File: src/pkg/level_irq_regs.svh
// Sizes and counts, reset values and vector constants for the level interrupt unit.
// Assumes inclusion by the package, the main design file and the register bank file.
`ifndef LEVEL_IRQ_REGS_SVH
`define LEVEL_IRQ_REGS_SVH
`define LVL_COUNT 4
`define GPR_COUNT 8
`define WORD_W 16
`define DEV_ADDR_W 8
`define DEV_COUNT 256
`define LSR_W 5
`define LSR_RESET 5'h00
`define IP_RESET 16'h0000
`define MASK_RESET 4'h0
`define PSW_RESET 16'h0000
`define CS_MAX_BYTES 17'h0ffff
`define VEC_BASE 16'h0100
`define VEC_SHIFT 2
`endif

File: src/pkg/level_irq_pkg.sv
// Types shared by the level interrupt unit.
// Assumes level_irq_regs.svh sits beside it on the include path.
`include "level_irq_regs.svh"
package level_irq_pkg;
	typedef logic [1:0] level_t;
	typedef logic [`WORD_W-1:0] word_t;
	typedef logic [`DEV_ADDR_W-1:0] dev_addr_t;
	typedef enum logic [4:0] {
		CH_IDLE = 5'h01,
		CH_ACK = 5'h02,
		CH_DPC = 5'h04,
		CH_CS = 5'h08,
		CH_DONE = 5'h10
	} chan_state_t;
	typedef enum logic [1:0] {
		XFER_DPC_BYTE = 2'h0,
		XFER_DPC_WORD = 2'h1,
		XFER_CS = 2'h2
	} xfer_t;
endpackage

File: src/verilog/level_irq_unit.sv
// Priority level interrupt unit with its I/O channel request and transfer side.
// Assumes channel pins are asynchronous; core side runs on clk.
//------------------------------------------------------------
// Summary of operation
// RL1 - Each of four levels has eight 16-bit general registers, an instruction pointer and a state word.
// RL2 - The active level changes on accepting a device interrupt or on a program level-change command.
// RL3 - A preempted level keeps its registers and state word untouched in hardware.
// RL4 - An accepted interrupt vectors to one of 256 entry points chosen by the 8-bit device address.
// RL5 - The requester is identified from the interrupt transaction itself, with no polling.
// RL6 - Software assigns each device to a level and may change it at any time.
// RL7 - Acceptance is gated for all levels, chosen levels, or chosen devices.
// RL8 - A class interrupt may occur on any level and holds that level until the condition is reset.
// RL9 - One shared copy holds current instruction pointer, level mask, processor state word and memory address.
// RL10 - The channel serves up to 256 device addresses through the four levels.
// RL11 - Processor and devices use an asynchronous multidrop channel of address, control and data lines.
// RL12 - One start command in cycle-steal mode runs many transfers, up to 65,535 bytes per control block.
// RL13 - A cycle-steal device always requests an interrupt when its operation ends.
// RL14 - Direct program transfer moves exactly one byte or one word per start; ending interrupt optional.
// RL15 - A request is accepted only when its level outranks the active level, level zero highest; code also accepts level 3 while no level is busy.
//------------------------------------------------------------
`include "level_irq_regs.svh"
module level_irq_unit (
	// Clock and reset
	input wire logic clk,
	input wire logic resetn,
	// Program control
	input wire logic levelCmd,
	input wire logic [1:0] levelCmdValue,
	input wire logic levelExit,
	input wire logic [`WORD_W-1:0] exitInstrPointer,
	input wire logic [`LSR_W-1:0] exitStateWord,
	input wire logic globalEnable,
	input wire logic [3:0] levelMaskIn,
	input wire logic levelMaskWr,
	input wire logic devMaskWr,
	input wire logic [7:0] devMaskAddr,
	input wire logic devMaskEnable,
	input wire logic [1:0] devLevelIn,
	input wire logic [`WORD_W-1:0] pswIn,
	input wire logic pswWr,
	input wire logic [`WORD_W-1:0] memAddrIn,
	input wire logic memAddrWr,
	// Class interrupts
	input wire logic classRaise,
	input wire logic classReset,
	// General registers
	input wire logic gprWr,
	input wire logic [2:0] gprIdx,
	input wire logic [`WORD_W-1:0] gprWrData,
	output logic [`WORD_W-1:0] gprRdData,
	// Start I/O
	input wire logic startIo,
	input wire logic [7:0] startDev,
	input wire logic [1:0] startKind,
	input wire logic [`WORD_W-1:0] startCount,
	input wire logic [`WORD_W-1:0] startData,
	output logic startBusy,
	output logic [`WORD_W-1:0] dpcReadData,
	// Channel pins
	input wire logic chanIrqReq,
	input wire logic [7:0] chanIrqAddr,
	output logic chanIrqAck,
	output logic chanStrobe,
	output logic [7:0] chanAddr,
	output logic [1:0] chanKind,
	output logic [`WORD_W-1:0] chanDataOut,
	output logic chanDataOe,
	input wire logic [`WORD_W-1:0] chanDataIn,
	input wire logic chanReady,
	// Status
	output logic [1:0] activeLevel,
	output logic [`WORD_W-1:0] currentInstrPointer,
	output logic [`WORD_W-1:0] vectorAddr,
	output logic vectorValid,
	output logic [3:0] levelMask,
	output logic [`WORD_W-1:0] processorStateWord,
	output logic [`WORD_W-1:0] memoryAddrHolder,
	output logic classActive,
	output logic [`WORD_W-1:0] levelInstrPointerOut,
	output logic [`LSR_W-1:0] levelStateWordOut
);
	//------------------------------------------------------------
	// Pin synchronisers
	//------------------------------------------------------------
	logic [1:0] reqSync, rdySync;
	logic [7:0] addrSync0, addrSync1;
	logic [`WORD_W-1:0] dataSync0, dataSync1;
	always_ff @(posedge clk or negedge resetn) begin
		if (!resetn) begin
			reqSync <= 2'h0;
			rdySync <= 2'h0;
			addrSync0 <= 8'h00;
			addrSync1 <= 8'h00;
			dataSync0 <= 16'h0000;
			dataSync1 <= 16'h0000;
		end else begin
			reqSync <= {reqSync[0], chanIrqReq}; // RL11
			rdySync <= {rdySync[0], chanReady};
			addrSync0 <= chanIrqAddr;
			addrSync1 <= addrSync0;
			dataSync0 <= chanDataIn;
			dataSync1 <= dataSync0;
		end
	end
	wire reqIn = reqSync[1];
	wire rdyIn = rdySync[1];

	//------------------------------------------------------------
	// Device level assignment and gating
	//------------------------------------------------------------
	logic [1:0] devLevel [0:`DEV_COUNT-1];
	logic [`DEV_COUNT-1:0] devEnable;
	genvar gi;
	generate
		for (gi = 0; gi < `DEV_COUNT; gi++) begin : g_dev
			always_ff @(posedge clk or negedge resetn) begin
				if (!resetn) begin
					devLevel[gi] <= 2'h3;
					devEnable[gi] <= 1'b0;
				end else if (devMaskWr && devMaskAddr == 8'(gi)) begin
					devLevel[gi] <= devLevelIn; // RL6
					devEnable[gi] <= devMaskEnable; // RL7
				end
			end
		end
	endgenerate

	// Outranks: lower number wins, level zero highest
	function automatic logic outranks(input logic [1:0] a, input logic [1:0] b, input logic busy);
		outranks = !busy || (a < b);
	endfunction

	//------------------------------------------------------------
	// Level state
	//------------------------------------------------------------
	logic [3:0] levelBusy, next_levelBusy;
	logic [1:0] next_activeLevel;
	logic [`WORD_W-1:0] ipBank [0:`LVL_COUNT-1];
	logic [`LSR_W-1:0] lsrBank [0:`LVL_COUNT-1];
	logic [`LVL_COUNT-1:0] classLvl, next_classLvl;
	logic [3:0] next_levelMask;
	logic [`WORD_W-1:0] next_cip, next_psw, next_sar, next_vector;
	logic next_vectorValid, accept;
	logic [1:0] reqLevel;
	assign reqLevel = devLevel[addrSync1];

	level_irq_pkg::chan_state_t chState, next_chState;

	always_comb begin
		accept = chState == level_irq_pkg::CH_IDLE && reqIn && globalEnable && levelMask[reqLevel]
			&& devEnable[addrSync1] && outranks(reqLevel, activeLevel, |levelBusy)
			&& !classLvl[activeLevel]; // RL5 RL7 RL10 RL15 RL8
		next_activeLevel = activeLevel;
		next_levelBusy = levelBusy;
		next_classLvl = classLvl;
		next_levelMask = levelMaskWr ? levelMaskIn : levelMask; // RL9
		next_psw = pswWr ? pswIn : processorStateWord;
		next_sar = memAddrWr ? memAddrIn : memoryAddrHolder;
		next_cip = currentInstrPointer;
		next_vector = vectorAddr;
		next_vectorValid = 1'b0;
		if (classRaise) begin
			next_classLvl[activeLevel] = 1'b1; // RL8
		end else if (classReset) begin
			next_classLvl[activeLevel] = 1'b0;
		end
		if (accept) begin
			next_activeLevel = reqLevel; // RL2
			next_levelBusy[reqLevel] = 1'b1;
			next_vector = 16'(`VEC_BASE + (16'(addrSync1) << `VEC_SHIFT)); // RL4
			next_cip = next_vector;
			next_vectorValid = 1'b1;
		end else if (levelCmd) begin
			next_activeLevel = levelCmdValue; // RL2
			next_levelBusy[levelCmdValue] = 1'b1;
			next_cip = ipBank[levelCmdValue];
		end else if (levelExit) begin
			next_levelBusy[activeLevel] = 1'b0;
			next_activeLevel = 2'h3;
			for (int i = 3; i >= 0; i--) begin
				if (next_levelBusy[i]) begin
					next_activeLevel = 2'(i);
				end
			end
			next_cip = ipBank[next_activeLevel];
		end
	end

	always_ff @(posedge clk or negedge resetn) begin
		if (!resetn) begin
			activeLevel <= 2'h3;
			levelBusy <= 4'h0;
			classLvl <= 4'h0;
			levelMask <= `MASK_RESET;
			processorStateWord <= `PSW_RESET;
			memoryAddrHolder <= `IP_RESET;
			currentInstrPointer <= `IP_RESET;
			vectorAddr <= `IP_RESET;
			vectorValid <= 1'b0;
			for (int i = 0; i < `LVL_COUNT; i++) begin
				ipBank[i] <= `IP_RESET;
				lsrBank[i] <= `LSR_RESET;
			end
		end else begin
			activeLevel <= next_activeLevel;
			levelBusy <= next_levelBusy;
			classLvl <= next_classLvl;
			levelMask <= next_levelMask;
			processorStateWord <= next_psw;
			memoryAddrHolder <= next_sar;
			currentInstrPointer <= next_cip;
			vectorAddr <= next_vector;
			vectorValid <= next_vectorValid;
			if ((accept || levelCmd || levelExit) && next_activeLevel != activeLevel) begin
				ipBank[activeLevel] <= exitInstrPointer; // RL3
				lsrBank[activeLevel] <= exitStateWord; // RL1
			end
		end
	end
	assign classActive = classLvl[activeLevel];
	assign levelInstrPointerOut = ipBank[activeLevel];
	assign levelStateWordOut = lsrBank[activeLevel];

	level_reg_bank u_bank (
		.clk(clk),
		.resetn(resetn),
		.wrEn(gprWr),
		.wrLevel(activeLevel),
		.wrIdx(gprIdx),
		.wrData(gprWrData),
		.rdLevel(activeLevel),
		.rdIdx(gprIdx),
		.rdData(gprRdData)
	);

	//------------------------------------------------------------
	// Channel sequencer
	//------------------------------------------------------------
	logic [16:0] csLeft, next_csLeft;
	logic [7:0] next_chanAddr;
	logic [1:0] next_chanKind;
	logic [`WORD_W-1:0] next_dpcRead, next_chanDataOut;
	logic next_strobe, next_oe;
	always_comb begin
		next_chState = chState;
		next_csLeft = csLeft;
		next_chanAddr = chanAddr;
		next_chanKind = chanKind;
		next_dpcRead = dpcReadData;
		next_chanDataOut = chanDataOut;
		next_strobe = chanStrobe;
		next_oe = chanDataOe;
		unique case (chState)
			level_irq_pkg::CH_IDLE: begin
				if (accept) begin
					next_chState = level_irq_pkg::CH_ACK; // RL5
				end else if (startIo) begin
					next_chanAddr = startDev;
					next_chanKind = startKind;
					next_chanDataOut = startData;
					next_strobe = 1'b1;
					next_oe = startKind != 2'(level_irq_pkg::XFER_CS);
					if (startKind == 2'(level_irq_pkg::XFER_CS)) begin
						next_csLeft = (17'(startCount) > `CS_MAX_BYTES) ? `CS_MAX_BYTES : 17'(startCount); // RL12
						next_chState = level_irq_pkg::CH_CS;
					end else begin
						next_chState = level_irq_pkg::CH_DPC; // RL14
					end
				end
			end
			level_irq_pkg::CH_ACK: begin
				if (!reqIn) begin
					next_chState = level_irq_pkg::CH_IDLE;
				end
			end
			level_irq_pkg::CH_DPC: begin
				if (rdyIn) begin
					next_dpcRead = (chanKind == 2'(level_irq_pkg::XFER_DPC_BYTE))
						? {8'h00, dataSync1[7:0]} : dataSync1; // RL14
					next_strobe = 1'b0;
					next_oe = 1'b0;
					next_chState = level_irq_pkg::CH_DONE;
				end
			end
			level_irq_pkg::CH_CS: begin
				// Each ready moves one word, overlapped with the core
				if (rdyIn) begin
					next_csLeft = (csLeft > 17'h2) ? csLeft - 17'h2 : 17'h0; // RL12
					if (csLeft <= 17'h2) begin
						next_strobe = 1'b0;
						next_chState = level_irq_pkg::CH_DONE; // RL13
					end
				end
			end
			level_irq_pkg::CH_DONE: begin
				if (!rdyIn) begin
					next_chState = level_irq_pkg::CH_IDLE;
				end
			end
		endcase
	end
	always_ff @(posedge clk or negedge resetn) begin
		if (!resetn) begin
			chState <= level_irq_pkg::CH_IDLE;
			csLeft <= 17'h0;
			chanAddr <= 8'h00;
			chanKind <= 2'h0;
			dpcReadData <= 16'h0000;
			chanDataOut <= 16'h0000;
			chanStrobe <= 1'b0;
			chanDataOe <= 1'b0;
		end else begin
			chState <= next_chState;
			csLeft <= next_csLeft;
			chanAddr <= next_chanAddr;
			chanKind <= next_chanKind;
			dpcReadData <= next_dpcRead;
			chanDataOut <= next_chanDataOut;
			chanStrobe <= next_strobe;
			chanDataOe <= next_oe;
		end
	end
	assign chanIrqAck = chState == level_irq_pkg::CH_ACK;
	assign startBusy = chState != level_irq_pkg::CH_IDLE;
endmodule

File: src/verilog/level_reg_bank.sv
// Register bank: one general register file per priority level.
// Assumes a single clock; read data come out of a register.
`include "level_irq_regs.svh"
module level_reg_bank (
	// Clock and reset
	input wire logic clk,
	input wire logic resetn,
	// Write port
	input wire logic wrEn,
	input wire logic [1:0] wrLevel,
	input wire logic [2:0] wrIdx,
	input wire logic [`WORD_W-1:0] wrData,
	// Read port
	input wire logic [1:0] rdLevel,
	input wire logic [2:0] rdIdx,
	output logic [`WORD_W-1:0] rdData
);
	logic [`WORD_W-1:0] mem [0:`LVL_COUNT*`GPR_COUNT-1];
	logic [`WORD_W-1:0] next_rdData;

	always_comb begin
		next_rdData = mem[{rdLevel, rdIdx}];
	end

	// Array kept without reset so it maps onto plain storage
	always_ff @(posedge clk) begin
		if (wrEn) begin
			mem[{wrLevel, wrIdx}] <= wrData; // RL1 RL3
		end
	end

	always_ff @(posedge clk or negedge resetn) begin
		if (!resetn) begin
			rdData <= `IP_RESET;
		end else begin
			rdData <= next_rdData;
		end
	end
endmodule
File: config.mk
export PLATFORM = sky130hd
export DESIGN_NAME = level_irq_unit
export DESIGN_NICKNAME = d
export VERILOG_FILES = /design/src/pkg/level_irq_pkg.sv /design/src/verilog/level_irq_unit.sv /design/src/verilog/level_reg_bank.sv
export VERILOG_INCLUDE_DIRS = /design/src /design/src/pkg
export SDC_FILE = /design/constraint.sdc
export NUM_CORES = 2
export LEC_CHECK = 0
export ABC_AREA = 1
export BUFFER_PORTS_ARGS = -buffer_cell sky130_fd_sc_hd__buf_4
export CORE_MARGIN = 1.5
export CORE_UTILIZATION = 35
export DETAILED_ROUTE_END_ITERATION = 8
export GPL_TIMING_DRIVEN = 0
export PLACE_DENSITY = 0.55
export SLEW_MARGIN = 40
export SYNTH_ARGS = -nofsm -noshare
export SYNTH_HDL_FRONTEND = slang
export SYNTH_SLANG_ARGS = --single-unit
File: constraint.sdc
create_clock -name clk -period 9.32 [get_ports clk]
set_input_delay 0.932 -clock clk [delete_from_list [all_inputs] [get_ports clk]]
set_output_delay 0.932 -clock clk [all_outputs]
set_load 0.02 [all_outputs]
==> results.yml <==
run_status:
  status: "finished clean"
setup_path:
  cp.arrival_ps: 6260
  r2r-end: "currentInstrPointer[12]$_DFFE_PN0P_"
  worst_r2r_path_depth: 18
  r2r_start: "addrSync1[1]$_DFF_PN0_"
  cp_common_cell: "nand3_1"
  crit_required_ps: 10060
  crit_start: "addrSync1[1]$_DFF_PN0_"
  worstSetupPathType: "reg -> reg"
  crit_slowest_cell: "buf_2"
  reg2reg_slack_ps: 3800
  worstSetupEndpoint: "currentInstrPointer[12]$_DFFE_PN0P_"
  cp.depth: 18
  cpPeakStageDelay_ps: 640
  end_kind: "flop"
  start_kind: "flop"
  critPathMaxFanout: 10
  path_buf_inv: 6
  critPathTopFamily: "buffers and inverters"
  worstPathCellList: "buf_4 -> buf_4 -> buf_2 -> buf_2 -> nand3_1 -> nand3_1 -> nand3_1 -> nand3_1 -> nand3_1 -> nand3_1 -> nand2_1 -> a31oi_1 -> nor2_4 -> nand3_4 -> buf_2 -> clkbuf_1 -> nand3_1 -> a21oi_1"
logic_synthesis:
  synth_most_common_cell: "nand2_1"
  netlist_top_cells_area: "edfxtp_1, dfrtp_1, dfstp_2, nand2_1, o21ai_0"
  synth_top_area_share: 0.228
  synth_async_sr_flop_share: 0.674
  seq_area_frac_synth: 0.631
  yosysUniqueCellTypes: 51
  avgSynthCellArea_sq_um: 9.80
  synth_cells: 6873
  synth_common_cells: "nand2_1, o21ai_0, nand3_1, dfrtp_1, dfstp_2"
  ys_warn_count: 0
  synth_edf_count: 512
  synthFlopType: "dfrtp_1"
  synth_area_sq_um: 67300
  ys_ff_latch: 1570
  synth_top_area_cell: "edfxtp_1"
route:
  antenna_left: 0
  vias_per_cell: 5.68
  initialDrtViolationCount: 8344
  routedWlPerCell_um: 28.3
  vias: 57500
  dr.pass1.iters: 7
  finalWirelength_um: 286000
  drc: 0
grt:
  antenna_found_initial: 16
  grt_pass1_vias: 54100
  grt_max_degree: 111
  grt_overflow: 0
  grt_pass1_wl_um: 403000
  grtUsageTotal: 0.286
sta:
  slew_viol_final: 0
  final-setup-viol-count: 0
  timing.fmax_mhz: 181
  tns_ps: 0
  tightest_slew_ps: 949
  rsz0062_at_grt: "false"
  post-route-period-util: 0.592
  clock_skew_ps: 47.1
  slew_headroom: 0.368
  min_period_ps: 5520
  finalHoldViolations: 0
layout:
  stdcell_area_sq_um: 80500
  drive_gt1_frac: 0.201
  fillers: 18500
  fin_nets: 7612
  syn2layout_area_growth_pct: 19.5
clock_network:
  cts-hold-fix-buffers: 1
  worstSkewPairLatency_ps: 860
  cts_tree: "built"
  numCtsBuffers: 175
  post_cts_resized: 0
  post_cts.repair.setup_buffers: 0
  clk_pin_slew_worst_paths_ps: 60
  cts.sinks: 1570
  cts_root_buf: "clkbuf_16"
  htreeDepth: 4
  cts.path.max_buffers: 3
placement:
  place_congestion: 0.989
  dp_hpwl_um: 195000
  placedInstanceArea_sq_um: 74500
  port_buffers: 313
die:
  die_width_um: 442
  die_h_um: 442
  core_area_sq_um: 191000
  start_util: 0.353
  rows: 160
  ios: 325
  dieArea_sq_um: 195000
power:
  ir_drop_mv: 0.164
  p_leak_nw: 31.1
  powerDensity_nw_per_um2: 226
hold_path:
  hold_class: "in -> reg"
job:
  max-cap-violations: 0
==> state kept, by name, indices dropped and copies added, names as in the netlist, 8 cells and up, named ones only <==
signal and count:
csLeft 17, devEnable 256, addrSync0 8, lsrBank 20
dpcReadData 16, processorStateWord 16, ipBank 64, dataSync0 16
memoryAddrHolder 16, u_bank.mem 512, chanDataOut 16, currentInstrPointer 16
dataSync1 16, devLevel 512, chanAddr 8, u_bank.rdData 16
vectorAddr 9, addrSync1 8
==> metrics by stage <==
stage | util | worst slack [ps] | instances | hold WS (ps) | power (W)
after CTS | 0.422 | 3890 | 10100 | 136 | 0.0183
after floorplan | - | 6280 | 6879 | 331 | 0.00966
after global placement | 0.382 | -5730 | 9703 | 333 | 0.0111
after detailed placement | 0.391 | 3920 | 9772 | 335 | 0.0112
after global routing | 0.422 | 3910 | 10100 | 158 | 0.0188
final | 0.422 | 3800 | 10100 | 194 | 0.0182
==> kinds of logic (layout without fill, tap and decap cells) <==
logic type,Yosys count,count (layout),synth area share
other,1,16,0.0000557
adders and majority gates,3,3,0.000558
AOI/OAI and AO/OA,1495,1495,0.125
DFF,1570,1570,0.631
and+or+nand+nor,3157,3157,0.193
muxes,61,61,0.0102
xor gates and xnor gates,12,12,0.00156
buffers and inverters,574,1287,0.0380
==> placed cells by master (no fill, tap or decap), types with 185 or more instances in the layout <==
cell	n
dfstp_2	515
o21ai_0	922
nand3_1	773
dfrtp_1	542
a21oi_1	185
edfxtp_1	512
buf_4	345
clkbuf_1	259
a22oi_1	287
nand2_1	2129
==> worst min-delay path by stage <==
| stage | to | cells past startpoint | startpoint | slack (ps) |
|---|---|---|---|---|
| finish | addrSync0[2]$_DFF_PN0_ | 1 | chanIrqAddr[2] | 190 |
| global route | addrSync0[2]$_DFF_PN0_ | 1 | chanIrqAddr[2] | 160 |
| CTS | addrSync0[6]$_DFF_PN0_ | 1 | chanIrqAddr[6] | 140 |
| detailed placement | addrSync1[6]$_DFF_PN0_ | 0 | addrSync0[6]$_DFF_PN0_ | 330 |
| global placement | dataSync1[1]$_DFF_PN0_ | 0 | dataSync0[1]$_DFF_PN0_ | 330 |
| floorplan | addrSync1[0]$_DFF_PN0_ | 0 | addrSync0[0]$_DFF_PN0_ | 330 |
==> layer usage <==
metal / share of wire / GRT usage / wire [um] / vias to the layer above
li1: - / - / - / 24900
met1: 0.39 / 0.378 / 113000 / 28300
met2: 0.43 / 0.427 / 125000 / 3418
met3: 0.11 / 0.0728 / 31000 / 819
met4: 0.063 / 0.161 / 18000 / 8
met5: 0.00021 / 0 / 61 / -
==> layout make-up <==
type / instances / area [sq um] / share of cell area
tap: 2511 / 3140 / 0.0390
inverter: 139 / 524 / 0.00651
clock inverter: 70 / 853 / 0.0106
antenna: 9 / 22.5 / 0.000280
timing repair buffer: 383 / 3590 / 0.0446
sequential: 1570 / 42500 / 0.528
buffer: 435 / 2130 / 0.0265
clock buffer: 260 / 5050 / 0.0628
multi-input combinational: 4735 / 22700 / 0.282
==> where the power goes <==
part	total, W	switching, W	internal, W
clock network	0.00711	0.00309	0.00403
logic	0.00297	0.00204	0.000936
registers	0.00814	0.000386	0.00775
Power figures use the tool's default switching activity.
